File: config.mk
export PLATFORM = sky130hd
export DESIGN_NAME = ppw_port
export DESIGN_NICKNAME = d
export VERILOG_FILES = /design/src/logic/ppw_pkg.sv /design/src/logic/ppw_port.sv
export SDC_FILE = /design/constraint.sdc
export NUM_CORES = 1
export LEC_CHECK = 0
export BUFFER_PORTS_ARGS = -buffer_cell sky130_fd_sc_hd__buf_2
export CAP_MARGIN = 20
export CORE_ASPECT_RATIO = 0.5
export CORE_UTILIZATION = 50
export CTS_BUF_LIST = sky130_fd_sc_hd__clkbuf_4 sky130_fd_sc_hd__clkbuf_8 sky130_fd_sc_hd__clkbuf_16
export CTS_CLUSTER_SIZE = 25
export DETAILED_ROUTE_END_ITERATION = 8
export PLACE_DENSITY = 0.78
export SLEW_MARGIN = 20
export SYNTH_ARGS = -nofsm -noshare
export SYNTH_HDL_FRONTEND = slang
export SYNTH_SLANG_ARGS = --single-unit
File: constraint.sdc
create_clock -name clk_i -period 2.2 [get_ports clk_i]
set_input_delay 0.22 -clock clk_i [delete_from_list [all_inputs] [get_ports clk_i]]
set_output_delay 0.22 -clock clk_i [all_outputs]
set_load 0.1 [all_outputs]
File: src/logic/ppw_pkg.sv
package ppw_pkg;

    // mode register field layout
    localparam int unsigned MODE_WIDTH = 16;
    localparam int unsigned WAIT_LSB = 0;
    localparam int unsigned WAIT_MSB = 1;
    localparam logic [1:0] WAIT_NONE = 2'h0;
    localparam logic [1:0] WAIT_ONE = 2'h1;
    localparam logic [MODE_WIDTH-1:0] MODE_RESET = 16'h0000;

    // status register field layout
    localparam int unsigned STAT_WIDTH = 16;
    localparam int unsigned UNDERFLOW_BIT = 6;
    localparam logic [STAT_WIDTH-1:0] STAT_RESET = 16'h0000;

    // buffer geometry
    localparam int unsigned BUF_COUNT = 4;
    localparam int unsigned DATA_WIDTH = 8;
    localparam logic [1:0] IDX_RESET = 2'h0;
    localparam logic [7:0] DATA_RESET = 8'h00;
    localparam logic [1:0] CNT_RESET = 2'h0;

    typedef enum logic [2:0] {
        PPW_IDLE = 3'b001,
        PPW_XFER = 3'b010,
        PPW_WAIT = 3'b100
    } ppw_state_e;

    // one master-mode request from the core
    typedef struct packed {
        logic valid;
        logic is_read;
        logic [DATA_WIDTH-1:0] wdata;
    } ppw_req_s;

    // one external read strobe in slave buffer mode
    typedef struct packed {
        logic strobe;
        logic [1:0] index;
    } ppw_slave_rd_s;

endpackage

File: src/logic/ppw_port.sv
`timescale 1ns/10ps
`default_nettype none
module ppw_port (
    // clock and reset
    input wire logic clk_i,
    input wire logic reset_i,
    // configuration
    input wire logic mode_we_i,
    input wire logic [ppw_pkg::MODE_WIDTH-1:0] mode_wdata_i,
    output logic [ppw_pkg::MODE_WIDTH-1:0] mode_o,
    // status
    input wire logic underflow_clr_i,
    output logic [ppw_pkg::STAT_WIDTH-1:0] status_o,
    // master-mode requests
    input wire ppw_pkg::ppw_req_s req_i,
    output logic req_ready_o,
    output logic bus_strobe_o,
    output logic bus_read_o,
    output logic [ppw_pkg::DATA_WIDTH-1:0] bus_wdata_o,
    output logic done_o,
    // slave buffer refill from software
    input wire logic buf_we_i,
    input wire logic [1:0] buf_idx_i,
    input wire logic [ppw_pkg::DATA_WIDTH-1:0] buf_wdata_i,
    // external slave reads
    input wire ppw_pkg::ppw_slave_rd_s slave_rd_i,
    output logic [ppw_pkg::DATA_WIDTH-1:0] slave_rdata_o
);

    ////////////////////////////////////////////////////////////////////////////
    // mode register
    logic [ppw_pkg::MODE_WIDTH-1:0] mode_q, mode_d;

    always_comb begin
        mode_d = mode_q;
        if (mode_we_i) begin
            mode_d = mode_wdata_i;
        end
    end

    always_ff @(posedge clk_i) begin
        if (reset_i) begin
            mode_q <= ppw_pkg::MODE_RESET;
        end else begin
            mode_q <= mode_d;
        end
    end

    assign mode_o = mode_q;

    ////////////////////////////////////////////////////////////////////////////
    // buffer storage, one entry per slot
    logic [ppw_pkg::DATA_WIDTH-1:0] buf_q [ppw_pkg::BUF_COUNT];
    logic [ppw_pkg::DATA_WIDTH-1:0] buf_d [ppw_pkg::BUF_COUNT];

    for (genvar g = 0; g < ppw_pkg::BUF_COUNT; g++) begin : g_buf
        always_comb begin
            buf_d[g] = buf_q[g];
            if (buf_we_i && buf_idx_i == 2'(g)) begin
                buf_d[g] = buf_wdata_i;
            end
        end

        always_ff @(posedge clk_i) begin
            if (reset_i) begin
                buf_q[g] <= ppw_pkg::DATA_RESET;
            end else begin
                buf_q[g] <= buf_d[g];
            end
        end
    end

    ////////////////////////////////////////////////////////////////////////////
    // slot occupancy and slave read data
    logic [ppw_pkg::BUF_COUNT-1:0] full_q, full_d;
    logic [ppw_pkg::DATA_WIDTH-1:0] rdata_q, rdata_d;
    logic read_empty;

    always_comb begin
        rdata_d = rdata_q;
        full_d = full_q;
        read_empty = 1'b0;
        if (slave_rd_i.strobe) begin
            rdata_d = buf_q[slave_rd_i.index];
            full_d[slave_rd_i.index] = 1'b0;
            read_empty = !full_q[slave_rd_i.index];
        end
        // a refill landing with a read of the same slot leaves it full
        if (buf_we_i) begin
            full_d[buf_idx_i] = 1'b1;
        end
    end

    always_ff @(posedge clk_i) begin
        if (reset_i) begin
            full_q <= '0;
            rdata_q <= ppw_pkg::DATA_RESET;
        end else begin
            full_q <= full_d;
            rdata_q <= rdata_d;
        end
    end

    assign slave_rdata_o = rdata_q;

    ////////////////////////////////////////////////////////////////////////////
    // underflow flag
    logic underflow_q, underflow_d;

    always_comb begin
        underflow_d = underflow_q;
        if (underflow_clr_i) begin
            underflow_d = 1'b0;
        end
        // hardware set comes last so it beats a software clear in the same cycle
        if (read_empty) begin
            underflow_d = 1'b1;
        end
    end

    always_ff @(posedge clk_i) begin
        if (reset_i) begin
            underflow_q <= 1'b0;
        end else begin
            underflow_q <= underflow_d;
        end
    end

    always_comb begin
        status_o = ppw_pkg::STAT_RESET;
        status_o[ppw_pkg::UNDERFLOW_BIT] = underflow_q;
    end

    ////////////////////////////////////////////////////////////////////////////
    // master transfer sequencer
    ppw_pkg::ppw_state_e state_q, state_d;
    logic [1:0] wait_q, wait_d;
    logic read_q, read_d;
    logic [ppw_pkg::DATA_WIDTH-1:0] wdata_q, wdata_d;
    logic done_q, done_d;
    logic [1:0] wait_code;
    logic [1:0] wait_eff;

    assign wait_code = mode_q[ppw_pkg::WAIT_MSB:ppw_pkg::WAIT_LSB];

    always_comb begin
        // reads lose the single-clock code; writes keep every code
        if (read_q && wait_code == ppw_pkg::WAIT_ONE) begin
            wait_eff = ppw_pkg::WAIT_NONE;
        end else begin
            wait_eff = wait_code;
        end
    end

    always_comb begin
        state_d = state_q;
        wait_d = wait_q;
        read_d = read_q;
        wdata_d = wdata_q;
        done_d = 1'b0;
        case (state_q)
            ppw_pkg::PPW_IDLE: begin
                if (req_i.valid) begin
                    read_d = req_i.is_read;
                    wdata_d = req_i.wdata;
                    state_d = ppw_pkg::PPW_XFER;
                end
            end
            ppw_pkg::PPW_XFER: begin
                if (wait_eff == ppw_pkg::WAIT_NONE) begin
                    done_d = 1'b1;
                    state_d = ppw_pkg::PPW_IDLE;
                end else begin
                    wait_d = wait_eff;
                    state_d = ppw_pkg::PPW_WAIT;
                end
            end
            ppw_pkg::PPW_WAIT: begin
                wait_d = wait_q - 2'h1;
                if (wait_q == 2'h1) begin
                    done_d = 1'b1;
                    state_d = ppw_pkg::PPW_IDLE;
                end
            end
            default: begin
                state_d = ppw_pkg::PPW_IDLE;
            end
        endcase
    end

    always_ff @(posedge clk_i) begin
        if (reset_i) begin
            state_q <= ppw_pkg::PPW_IDLE;
            wait_q <= ppw_pkg::CNT_RESET;
            read_q <= 1'b0;
            wdata_q <= ppw_pkg::DATA_RESET;
            done_q <= 1'b0;
        end else begin
            state_q <= state_d;
            wait_q <= wait_d;
            read_q <= read_d;
            wdata_q <= wdata_d;
            done_q <= done_d;
        end
    end

    // ready returns in the cycle of done, so a new request may follow at once
    assign req_ready_o = (state_q == ppw_pkg::PPW_IDLE);
    assign bus_strobe_o = (state_q == ppw_pkg::PPW_XFER);
    assign bus_read_o = read_q;
    assign bus_wdata_o = wdata_q;
    assign done_o = done_q;

endmodule // ppw_port
`default_nettype wire

# Word-level counts from Yosys, hierarchy flattened

Memories as Yosys holds them, arrays and structs flattened. A register that Yosys moved wholly into a read port is not among the register bits.
Index checks and enable logic that the tools add are counted.

Memories kept: 1
Register bits after elaboration: 36
Output and inout port bits: 52
Bits in read-only memories: 0
Bits in latches: 0
Bits in writable memories: 32
Word-level logic and storage cells: 87

Equality and inequality tests: 15
Shift operators: 0
$add $sub $neg: 1
Reductions and logical operators: 19
Multipliers: 0
$lt $le $gt $ge: 4
Bitwise logic cells: 7
Divide/modulo/power cells: 0
Mux-type cells: 32

Memories:

| name  | words | width | read ports | clocked after memory_dff | wr ports | RTL line       | RTL |
|---|---|---|---|---|---|---|---|
| buf_q | 4     | 8     | 1          | 1                        | 4        | ppw_port.sv:53 | `logic [ppw_pkg::DATA_WIDTH-1:0] buf_q [ppw_pkg::BUF_COUNT];` |

Operators with widths:

| operator                                                               | count |
|---|---|
| 8-bit 2-to-1 mux                                                       | 8 |
| 2-bit AND reduction                                                    | 7 |
| 1-bit 2-to-1 mux                                                       | 11 |
| 3-bit 2-to-1 mux                                                       | 3 |
| 3-bit case mux with 3 select lines                                     | 1 |
| 4-bit 2-to-1 mux                                                       | 2 |
| 1-bit logical AND                                                      | 7 |
| 2-bit by 1-bit equality test with 1-bit output (second input constant) | 3 |
| 2-bit by 3-bit < comparator with 1-bit output (second input constant)  | 2 |
| 2-bit inequality test (second input constant)                          | 3 |
| 4-bit AND                                                              | 1 |
| 1-bit demux with 2-bit select                                          | 2 |
| 2-bit equality test (second input constant)                            | 2 |
| 2-bit by 1-bit >= comparator with 1-bit output (second input constant) | 2 |
| 2-bit logical NOT                                                      | 2 |
| 2-bit 2-to-1 mux                                                       | 2 |
| 1-bit inequality test (second input constant)                          | 4 |
| 4-bit inverter                                                         | 1 |
| 1-bit OR                                                               | 4 |
| 4-bit OR                                                               | 1 |
| 2-bit case mux with 2 select lines                                     | 1 |
| 2-bit nonzero test                                                     | 2 |
| 3-bit by 1-bit equality test with 1-bit output (second input constant) | 1 |
| 3-bit by 2-bit equality test with 1-bit output (second input constant) | 1 |
| other kinds (5)                                                        | 5 |

# Longest topological paths before layout

Gate-level depths: netlist of run 1.

Word-level depth: 9
Depth in mapped cells: 6
Depth with buffers taken out: 6

# Least setup slack after synthesis of run 1

Ideal clock, no wire load.

Path kind: register to register
Start point: register state_q[1]
End point: register wait_q[0]
Clock period less this slack: 2.317 ns
Arrival: 2.225 ns
Required time: 2.108 ns
Setup slack: -0.117 ns
Library setup time: 0.092 ns
Stages on the path, launching flop included: 4
Cell sequence: dfxtp_1 nor3b_2 a311oi_1 a311oi_1

Longest elaborated chain between the ends: 3

RTL lines:

| element                                                               | RTL line        | RTL |
|---|---|---|
| start, declared                                                       | ppw_port.sv:136 | `ppw_pkg::ppw_state_e state_q, state_d;` |
| start signal, assigned                                                | ppw_port.sv:193 | `state_q <= ppw_pkg::PPW_IDLE;` |
| start signal, assigned                                                | ppw_port.sv:199 | `state_q <= state_d;` |
| 3-bit by 2-bit equality test with 1-bit output *                      | --              |  |
| named net bus_strobe_o                                                | ppw_port.sv:17  | `output logic bus_strobe_o,` |
| 2-bit inequality test (no line) or 2-bit nonzero test (tied branches) | --              |  |
| 2-bit AND reduction (no line)                                         | --              |  |
| end signal, assigned                                                  | ppw_port.sv:194 | `wait_q <= ppw_pkg::CNT_RESET;` |
| end signal, assigned                                                  | ppw_port.sv:200 | `wait_q <= wait_d;` |
| end, declared                                                         | ppw_port.sv:137 | `logic [1:0] wait_q, wait_d;` |

Mark *: on every way through the listed nets, which the timed path passes. The rest lies on a longest branch.
A chain may end at the register's enable or synchronous reset.

# Worst setup path in the final report of run 1

Start point: register state_q[0]
End point: output req_ready_o

Longest elaborated chain between the ends: 1

RTL lines:

| element                                        | RTL line        | RTL |
|---|---|---|
| 3-bit by 1-bit equality test with 1-bit output | ppw_port.sv:208 | `assign req_ready_o = (state_q == ppw_pkg::PPW_IDLE);` |
| end, declared                                  | ppw_port.sv:16  | `output logic req_ready_o,` |

No other way between the ends.

==> run_results.csv, run 1 <==
group,metric,value,unit
global_route,gr-total-overflow,0,
synth,yosys_register_bits,76,
synth,netlist.area_leader.share,29.4,%
global_route,grt_pass1_vias,2173,
critical_path,slowest_stage,"buf_2",
final_layout,syn_to_final_growth,21.4,%
global_route,grt_pass1_wl,10200,um
critical_path,required,1.98,ns
critical_path,crit_type,"flop to primary output",
power,p_sw,0.00115,W
power,power_frac_clock,38.5,%
final_layout,fin_area,3970,um2
run_status,outcome,"finished, final reports clean",
final_layout,utilization,64.2,%
timing,fin_crit_sh,79.1,%
worst_hold_path,hold_depth,3,
clocking,clkSlewWorstSetupHoldPaths,0.05,ns
synth,yosys_warnings,0,
critical_path,start_kind,"flop",
global_route,grtUsageTotal,19.9,%
critical_path,path_cells,"nor3b_4 -> buf_2",
global_route,antenna_found_initial,0,
clocking,cts.sinks,76,
synth,synth_edf_count,32,
drt,dr.first_iter.drc_count,170,
clocking,cts_buffers,9,
power,p_int,0.00264,W
drt,remaining_drc_errors,0,
power,ir_worst_vdd,0.000447,V
synth,avgSynthCellArea,11.7,um2
final_layout,regArea,1840,um2
critical_path,path_buf_inv,1,
clocking,cts-root-buf,"clkbuf_16",
worst_hold_path,hold_path_class,"primary input to flop",
synth,yosysMostFrequentCell,"dfxtp_1",
clocking,htreeDepth,3,
timing,setup_viol,0,
drt,dr.pass1.iters,4,
drt,vias,2271,
floorplanning,coreArea,6180,um2
worst_hold_path,hold_start,"req_i[6]",
placed_design,io_buffers,80,
power,swShare,30.4,%
power,p_per_area,953,nW/um2
final_layout,filler_cell_count,466,
clocking,cts_tree,"done",
synth,yosys.cell_types.count,35,
floorplanning,start_util,52.9,%
synth,async_reset_ff_share,0,%
drt,viasPerCell,5.05,
placed_design,dp.cells,434,
critical_path,cp_slowest_stage_delay,0.47,ns
timing,max_freq,575,MHz
critical_path,r2r_cells,4,
synth,syn_inst,280,
floorplanning,die-area,6890,um2
floorplanning,io_pins,96,
power,p_comb_share,19.1,%
drt,wl_per_cell,14.2,um
floorplanning,num_rows,20,
timing,skew,0.00569,ns
clocking,post_cts_buffers,0,
synth,ys_seq_area_share,56.3,%
timing,final_hold_viol_count,0,
synth,ys_top_cells_by_area,"edfxtp_1, dfxtp_1, mux2i_1",
critical_path,rrSetupSlack,0.82,ns
clocking,cts_buffer_depth,2,
timing,slew_viol_final,0,
timing,rsz0062_at_grt,"false",
synth,synthFlopType,"dfxtp_1",
drt,wirelength,6400,um
placed_design,gp_congestion,0.789,
final_layout,multi_input_area,1270,um2
synth,synth_common_cells,"dfxtp_1, edfxtp_1, nor2_1",
critical_path,reg2reg_from,"state_q[0]",
placed_design,dpl.hpwl,4670,um
critical_path,critPathArrivalTime,1.52,ns
drt,ant_nets,0,
floorplanning,die-width,116,um
synth,netlist_area,3270,um2
timing,finalSetupTns,0,ns
critical_path,r2r-end,"bus_read_o",
floorplanning,die_h,59.2,um
timing,min_period,1.74,ns
clocking,cts_hold_buf,0,
final_layout,instances_no_fill,450,
placed_design,placedInstanceArea,3660,um2
final_layout,num_antenna_cells,0,
power,power,0.00378,W
clocking,clock_latency,0.32,ns
power,pwr-share-seq,42.4,%
synth,synth_area_leader_cell,"edfxtp_1",
power,p_leak,1.80,nW
final_layout,drive_above_1_share,31.8,%
worst_hold_path,worstHoldEndpoint,"bus_wdata_o[6]",
global_route,grt_max_degree,37,
clocking,cts_resized,0,
critical_path,crit_path_start,"state_q[0]",
run,max_cap_viol_count,0,
critical_path,endpoint_kind,"primary output",
critical_path,path_max_fanout,5,
final_layout,final_nets,402,
critical_path,cp_top_family,"buffers and inverters",
==> metrics by stage <==
step	hold WS (ns)	worst slack [ns]
final	0.138	0.460
after detailed placement	0.446	0.711
after floorplan	0.356	0.229
after global placement	0.439	0.724
after CTS	0.129	0.449
after global routing	0.147	0.361
==> cell type report <==
type	count	area share, %
Clock buffer	11	6.21
Inverter	5	0.473
Sequential cell	76	46.4
Tap cell	88	2.77
Timing Repair Buffer	83	10.7
Clock inverter	5	1.51
Multi-Input combinational cell	182	32.0
==> sequential cells by signal (all words and copies together) (netlist names), 2 cells and up <==
signal	cells
bus_wdata_o	8
buf_q	32
mode_o	16
state_q	3
full_q	4
slave_rdata_o	8
wait_q	2
==> logic make-up after synthesis <==
group                    after synthesis  synth area share [%]
multiplexers                          33                  14.0
flip-flops                            76                  56.3
adder cells (fa/ha/maj)                1                 0.382
AND/OR/NAND/NOR                      107                  17.1
buffers and inverters                 36                  6.66
other                                  1                 0.115
AO/OA/AOI/OAI                         26                  5.39
==> layout by cell type, fill, tap and decap left out <==
cell type	Yosys	layout
or3b_1	1	1
and3_1	10	10
clkbuf_16	0	9
a22oi_1	1	1
nand3b_1	4	4
inv_6	0	1
a31o_2	5	5
nand3_1	2	2
clkinvlp_4	0	1
clkbuf_8	0	1
nand2b_1	5	5
mux4_2	5	5
clkbuf_4	0	1
nor3b_4	1	2
a21o_1	1	1
o21ai_2	1	1
ha_1	1	1
o21ai_0	2	2
nor2_1	30	30
o21a_1	1	1
clkinv_4	0	1
nand2_1	24	24
bufinv_16	0	1
and2_1	26	26
conb_1	1	15
inv_1	5	5
mux2i_1	24	24
a211oi_2	1	1
nor2b_2	1	1
buf_4	18	3
a21oi_1	11	11
mux4_1	4	4
buf_2	6	80
clkinv_2	0	1
dfxtp_1	44	44
a311oi_1	2	2
edfxtp_1	32	32
nor2b_1	1	1
nor2_2	1	1
a31oi_1	1	1
==> metal layers <==
| layer | track usage [%] | vias to the layer above | part of all wire [%] |
|---|---|---|---|
| met3 | 3.89 | 9 | 4.5 |
| li1 | - | 1101 | - |
| met1 | 23.5 | 1084 | 42 |
| met4 | 7.51 | 0 | 1.2 |
| met2 | 36.6 | 77 | 53 |
| met5 | 0 | - | 0 |
==> power groups by stage <==
stage               sequential (W)  combinational, W  clock (W)
floorplan                  0.00191          0.000339          0
finish                     0.00160          0.000724    0.00146
CTS                        0.00161          0.000726    0.00148
global placement           0.00163          0.000711          0
detailed placement         0.00164          0.000725          0
global route               0.00161          0.000757    0.00154
==> worst max path at each step <==
stage / slack [ns] / endpoint / cells past startpoint
4_1_cts: 0.45 / req_ready_o / 2
3_5_place_dp: 0.71 / slave_rdata_o[5] / 4
6_report: 0.46 / req_ready_o / 2
2_1_floorplan: 0.23 / state_q[0] / 4
3_3_place_gp: 0.72 / slave_rdata_o[5] / 4
5_1_grt: 0.36 / req_ready_o / 2
==> worst register-to-register path: cells and delay by family (launching register included) <==
kind / cells / cell delay (ns)
AOI/OAI and AO/OA: 1 / 0.13
and+or+nand+nor: 3 / 0.74
DFF: 1 / 0.44
(Power assumes the default switching activity.)
==> run 2, diff against run 1 <==
--- a/config.mk
+++ b/config.mk
@@ -8,11 +8,11 @@
 export BUFFER_PORTS_ARGS = -buffer_cell sky130_fd_sc_hd__buf_2
 export CAP_MARGIN = 20
 export CORE_ASPECT_RATIO = 0.5
-export CORE_UTILIZATION = 50
+export CORE_UTILIZATION = 46
 export CTS_BUF_LIST = sky130_fd_sc_hd__clkbuf_4 sky130_fd_sc_hd__clkbuf_8 sky130_fd_sc_hd__clkbuf_16
 export CTS_CLUSTER_SIZE = 25
 export DETAILED_ROUTE_END_ITERATION = 8
-export PLACE_DENSITY = 0.78
+export PLACE_DENSITY = 0.75
 export SLEW_MARGIN = 20
 export SYNTH_ARGS = -nofsm -noshare
 export SYNTH_HDL_FRONTEND = slang
==> constraint.sdc (replaced) <==
create_clock -name clk_i -period 1.5 [get_ports clk_i]
set_input_delay 0.15 -clock clk_i [delete_from_list [all_inputs] [get_ports clk_i]]
set_output_delay 0.15 -clock clk_i [all_outputs]
set_load 0.1 [all_outputs]
==> run_results.csv, run 2 (synthesis results as in run 1) <==
group,metric,value,unit
run_status,outcome,"finished, final reports clean",
clocking,htreeDepth,3,
critical_path,cp_top_family,"flip-flops",
global_route,grtUsageTotal,19.4,%
floorplanning,die_h,61.6,um
global_route,grt_pass1_wl,10300,um
critical_path,required,1.35,ns
placed_design,dp_slack,0.111,ns
drt,wirelength,6790,um
global_route,antenna_found_initial,0,
clocking,cts_buffer_depth,2,
global_route,gr-total-overflow,0,
power,ir_worst_vdd,0.000557,V
drt,wl_per_cell,14.8,um
floorplanning,die-width,121,um
final_layout,top_register,"buf_q",
critical_path,path_cells,"nor3b_4 -> buf_12",
final_layout,drive_above_1_share,33.4,%
final_layout,num_antenna_cells,0,
final_layout,fin_area,4010,um2
critical_path,critPathArrivalTime,1.27,ns
critical_path,crit_type,"flop to primary output",
floorplanning,die-area,7470,um2
power,power,0.00545,W
drt,dr.pass1.iters,4,
power,p_per_area,1360,nW/um2
critical_path,endpoint_kind,"primary output",
run,max_cap_viol_count,0,
clocking,cts_hold_buf,0,
placed_design,placedInstanceArea,3730,um2
floorplanning,num_rows,21,
critical_path,start_kind,"flop",
clocking,cts.sinks,76,
worst_hold_path,hold_path_class,"primary input to flop",
final_layout,final_nets,405,
timing,setup_viol,0,
placed_design,dpl.hpwl,4680,um
clocking,clock_latency,0.34,ns
drt,ant_nets,0,
final_layout,final_common_cell,"buf_2",
placed_design,gp_congestion,0.777,
power,p_leak,1.81,nW
timing,slew_viol_final,0,
global_route,grt_pass1_vias,2147,
floorplanning,io_pins,96,
clocking,clkSlewWorstSetupHoldPaths,0.06,ns
final_layout,filler_cell_count,571,
timing,final_hold_viol_count,0,
timing,rsz0062_at_grt,"false",
drt,dr.first_iter.drc_count,118,
timing,max_freq,706,MHz
timing,skew,0.00468,ns
global_route,grt_max_degree,38,
timing,tightest_slew,0.513,ns
final_layout,syn_to_final_growth,22.7,%
timing,layout_setup_ws,0.0830,ns
floorplanning,coreArea,6780,um2
timing,max_slew_margin,66.0,%
placed_design,io_buffers,80,
drt,remaining_drc_errors,0,
critical_path,cp_slowest_stage_delay,0.38,ns
clocking,cts-root-buf,"clkbuf_16",
drt,viasPerCell,4.99,
clocking,post_cts_buffers,0,
floorplanning,start_util,48.2,%
critical_path,slowest_stage,"dfxtp_2",
clocking,cts_resized,0,
drt,vias,2279,
timing,fin_crit_sh,94.5,%
final_layout,largest_reg_flops,32,
critical_path,path_max_fanout,5,
clocking,cts_tree,"done",
critical_path,path_buf_inv,1,
timing,min_period,1.42,ns
final_layout,layout_common_cells,"buf_2, dfxtp_1, edfxtp_1",
clocking,cts_buffers,9,
-- run 2: cell count changes in the layout (fill, tap and decap cells not counted), sizes merged --
cell,delta
buf,+3
bufinv,-1
clkinv,+1
clkinvlp,+1
inv,-1
-- run 2: routing by layer --
layer  part of all wire (%)  vias to the layer above  GRT usage, %
li1                       -                     1107             -
met1                     44                     1096          20.8
met2                     49                       66          33.6
met3                    4.8                       10          6.76
met4                    1.5                        0          14.1
met5                      0                        -             0
-- run 2: worst register-to-register path: stages (launching register included) --
cell	delay, ns
dfxtp_2	0.38
nor3b_4	0.33
o21ai_2	0.11
o21a_1	0.14
a21o_1	0.17
-- run 2: final timing paths --
path                        start              to  slack (ns)  cells past startpoint
setup / recovery       state_q[1]    bus_strobe_o        0.08                      2
hold / removal    mode_wdata_i[2]       mode_o[2]        0.05                      3
setup reg to reg       state_q[1]      state_q[0]        0.26                      4
hold reg to reg    bus_wdata_o[1]  bus_wdata_o[1]        0.46                      2
-- run 2: stage by stage --
| stage | TNS (ns) | hold WS, ns | std cells | util, % |
|---|---|---|---|---|
| after floorplan | -5.16 | 0.286 | 294 | - |
| after global placement | 0 | 0.385 | 441 | 55.0 |
| after detailed placement | 0 | 0.395 | 441 | 55.0 |
| after CTS | 0 | 0.0400 | 457 | 59.2 |
| after global routing | 0 | 0.0547 | 457 | 59.2 |
| final | 0 | 0.0543 | 457 | 59.2 |
-- run 2: power breakdown --
group | internal (W) | switching, W
Clock | 0.00118 | 0.000827
Sequential | 0.00229 | 0.0000613
Combinational | 0.000235 | 0.000848
Total | 0.00371 | 0.00174
-- run 2: final cells by class --
class,instances,area [um2],share of cell area (%)
repair buffers,86,475,11.8
inverters,5,18.8,0.468
flip-flops and latches,76,1850,46.1
well taps,92,115,2.87
multi-input cells,182,1270,31.6
clock buffers,11,246,6.14
clock inverters,5,37.5,0.935
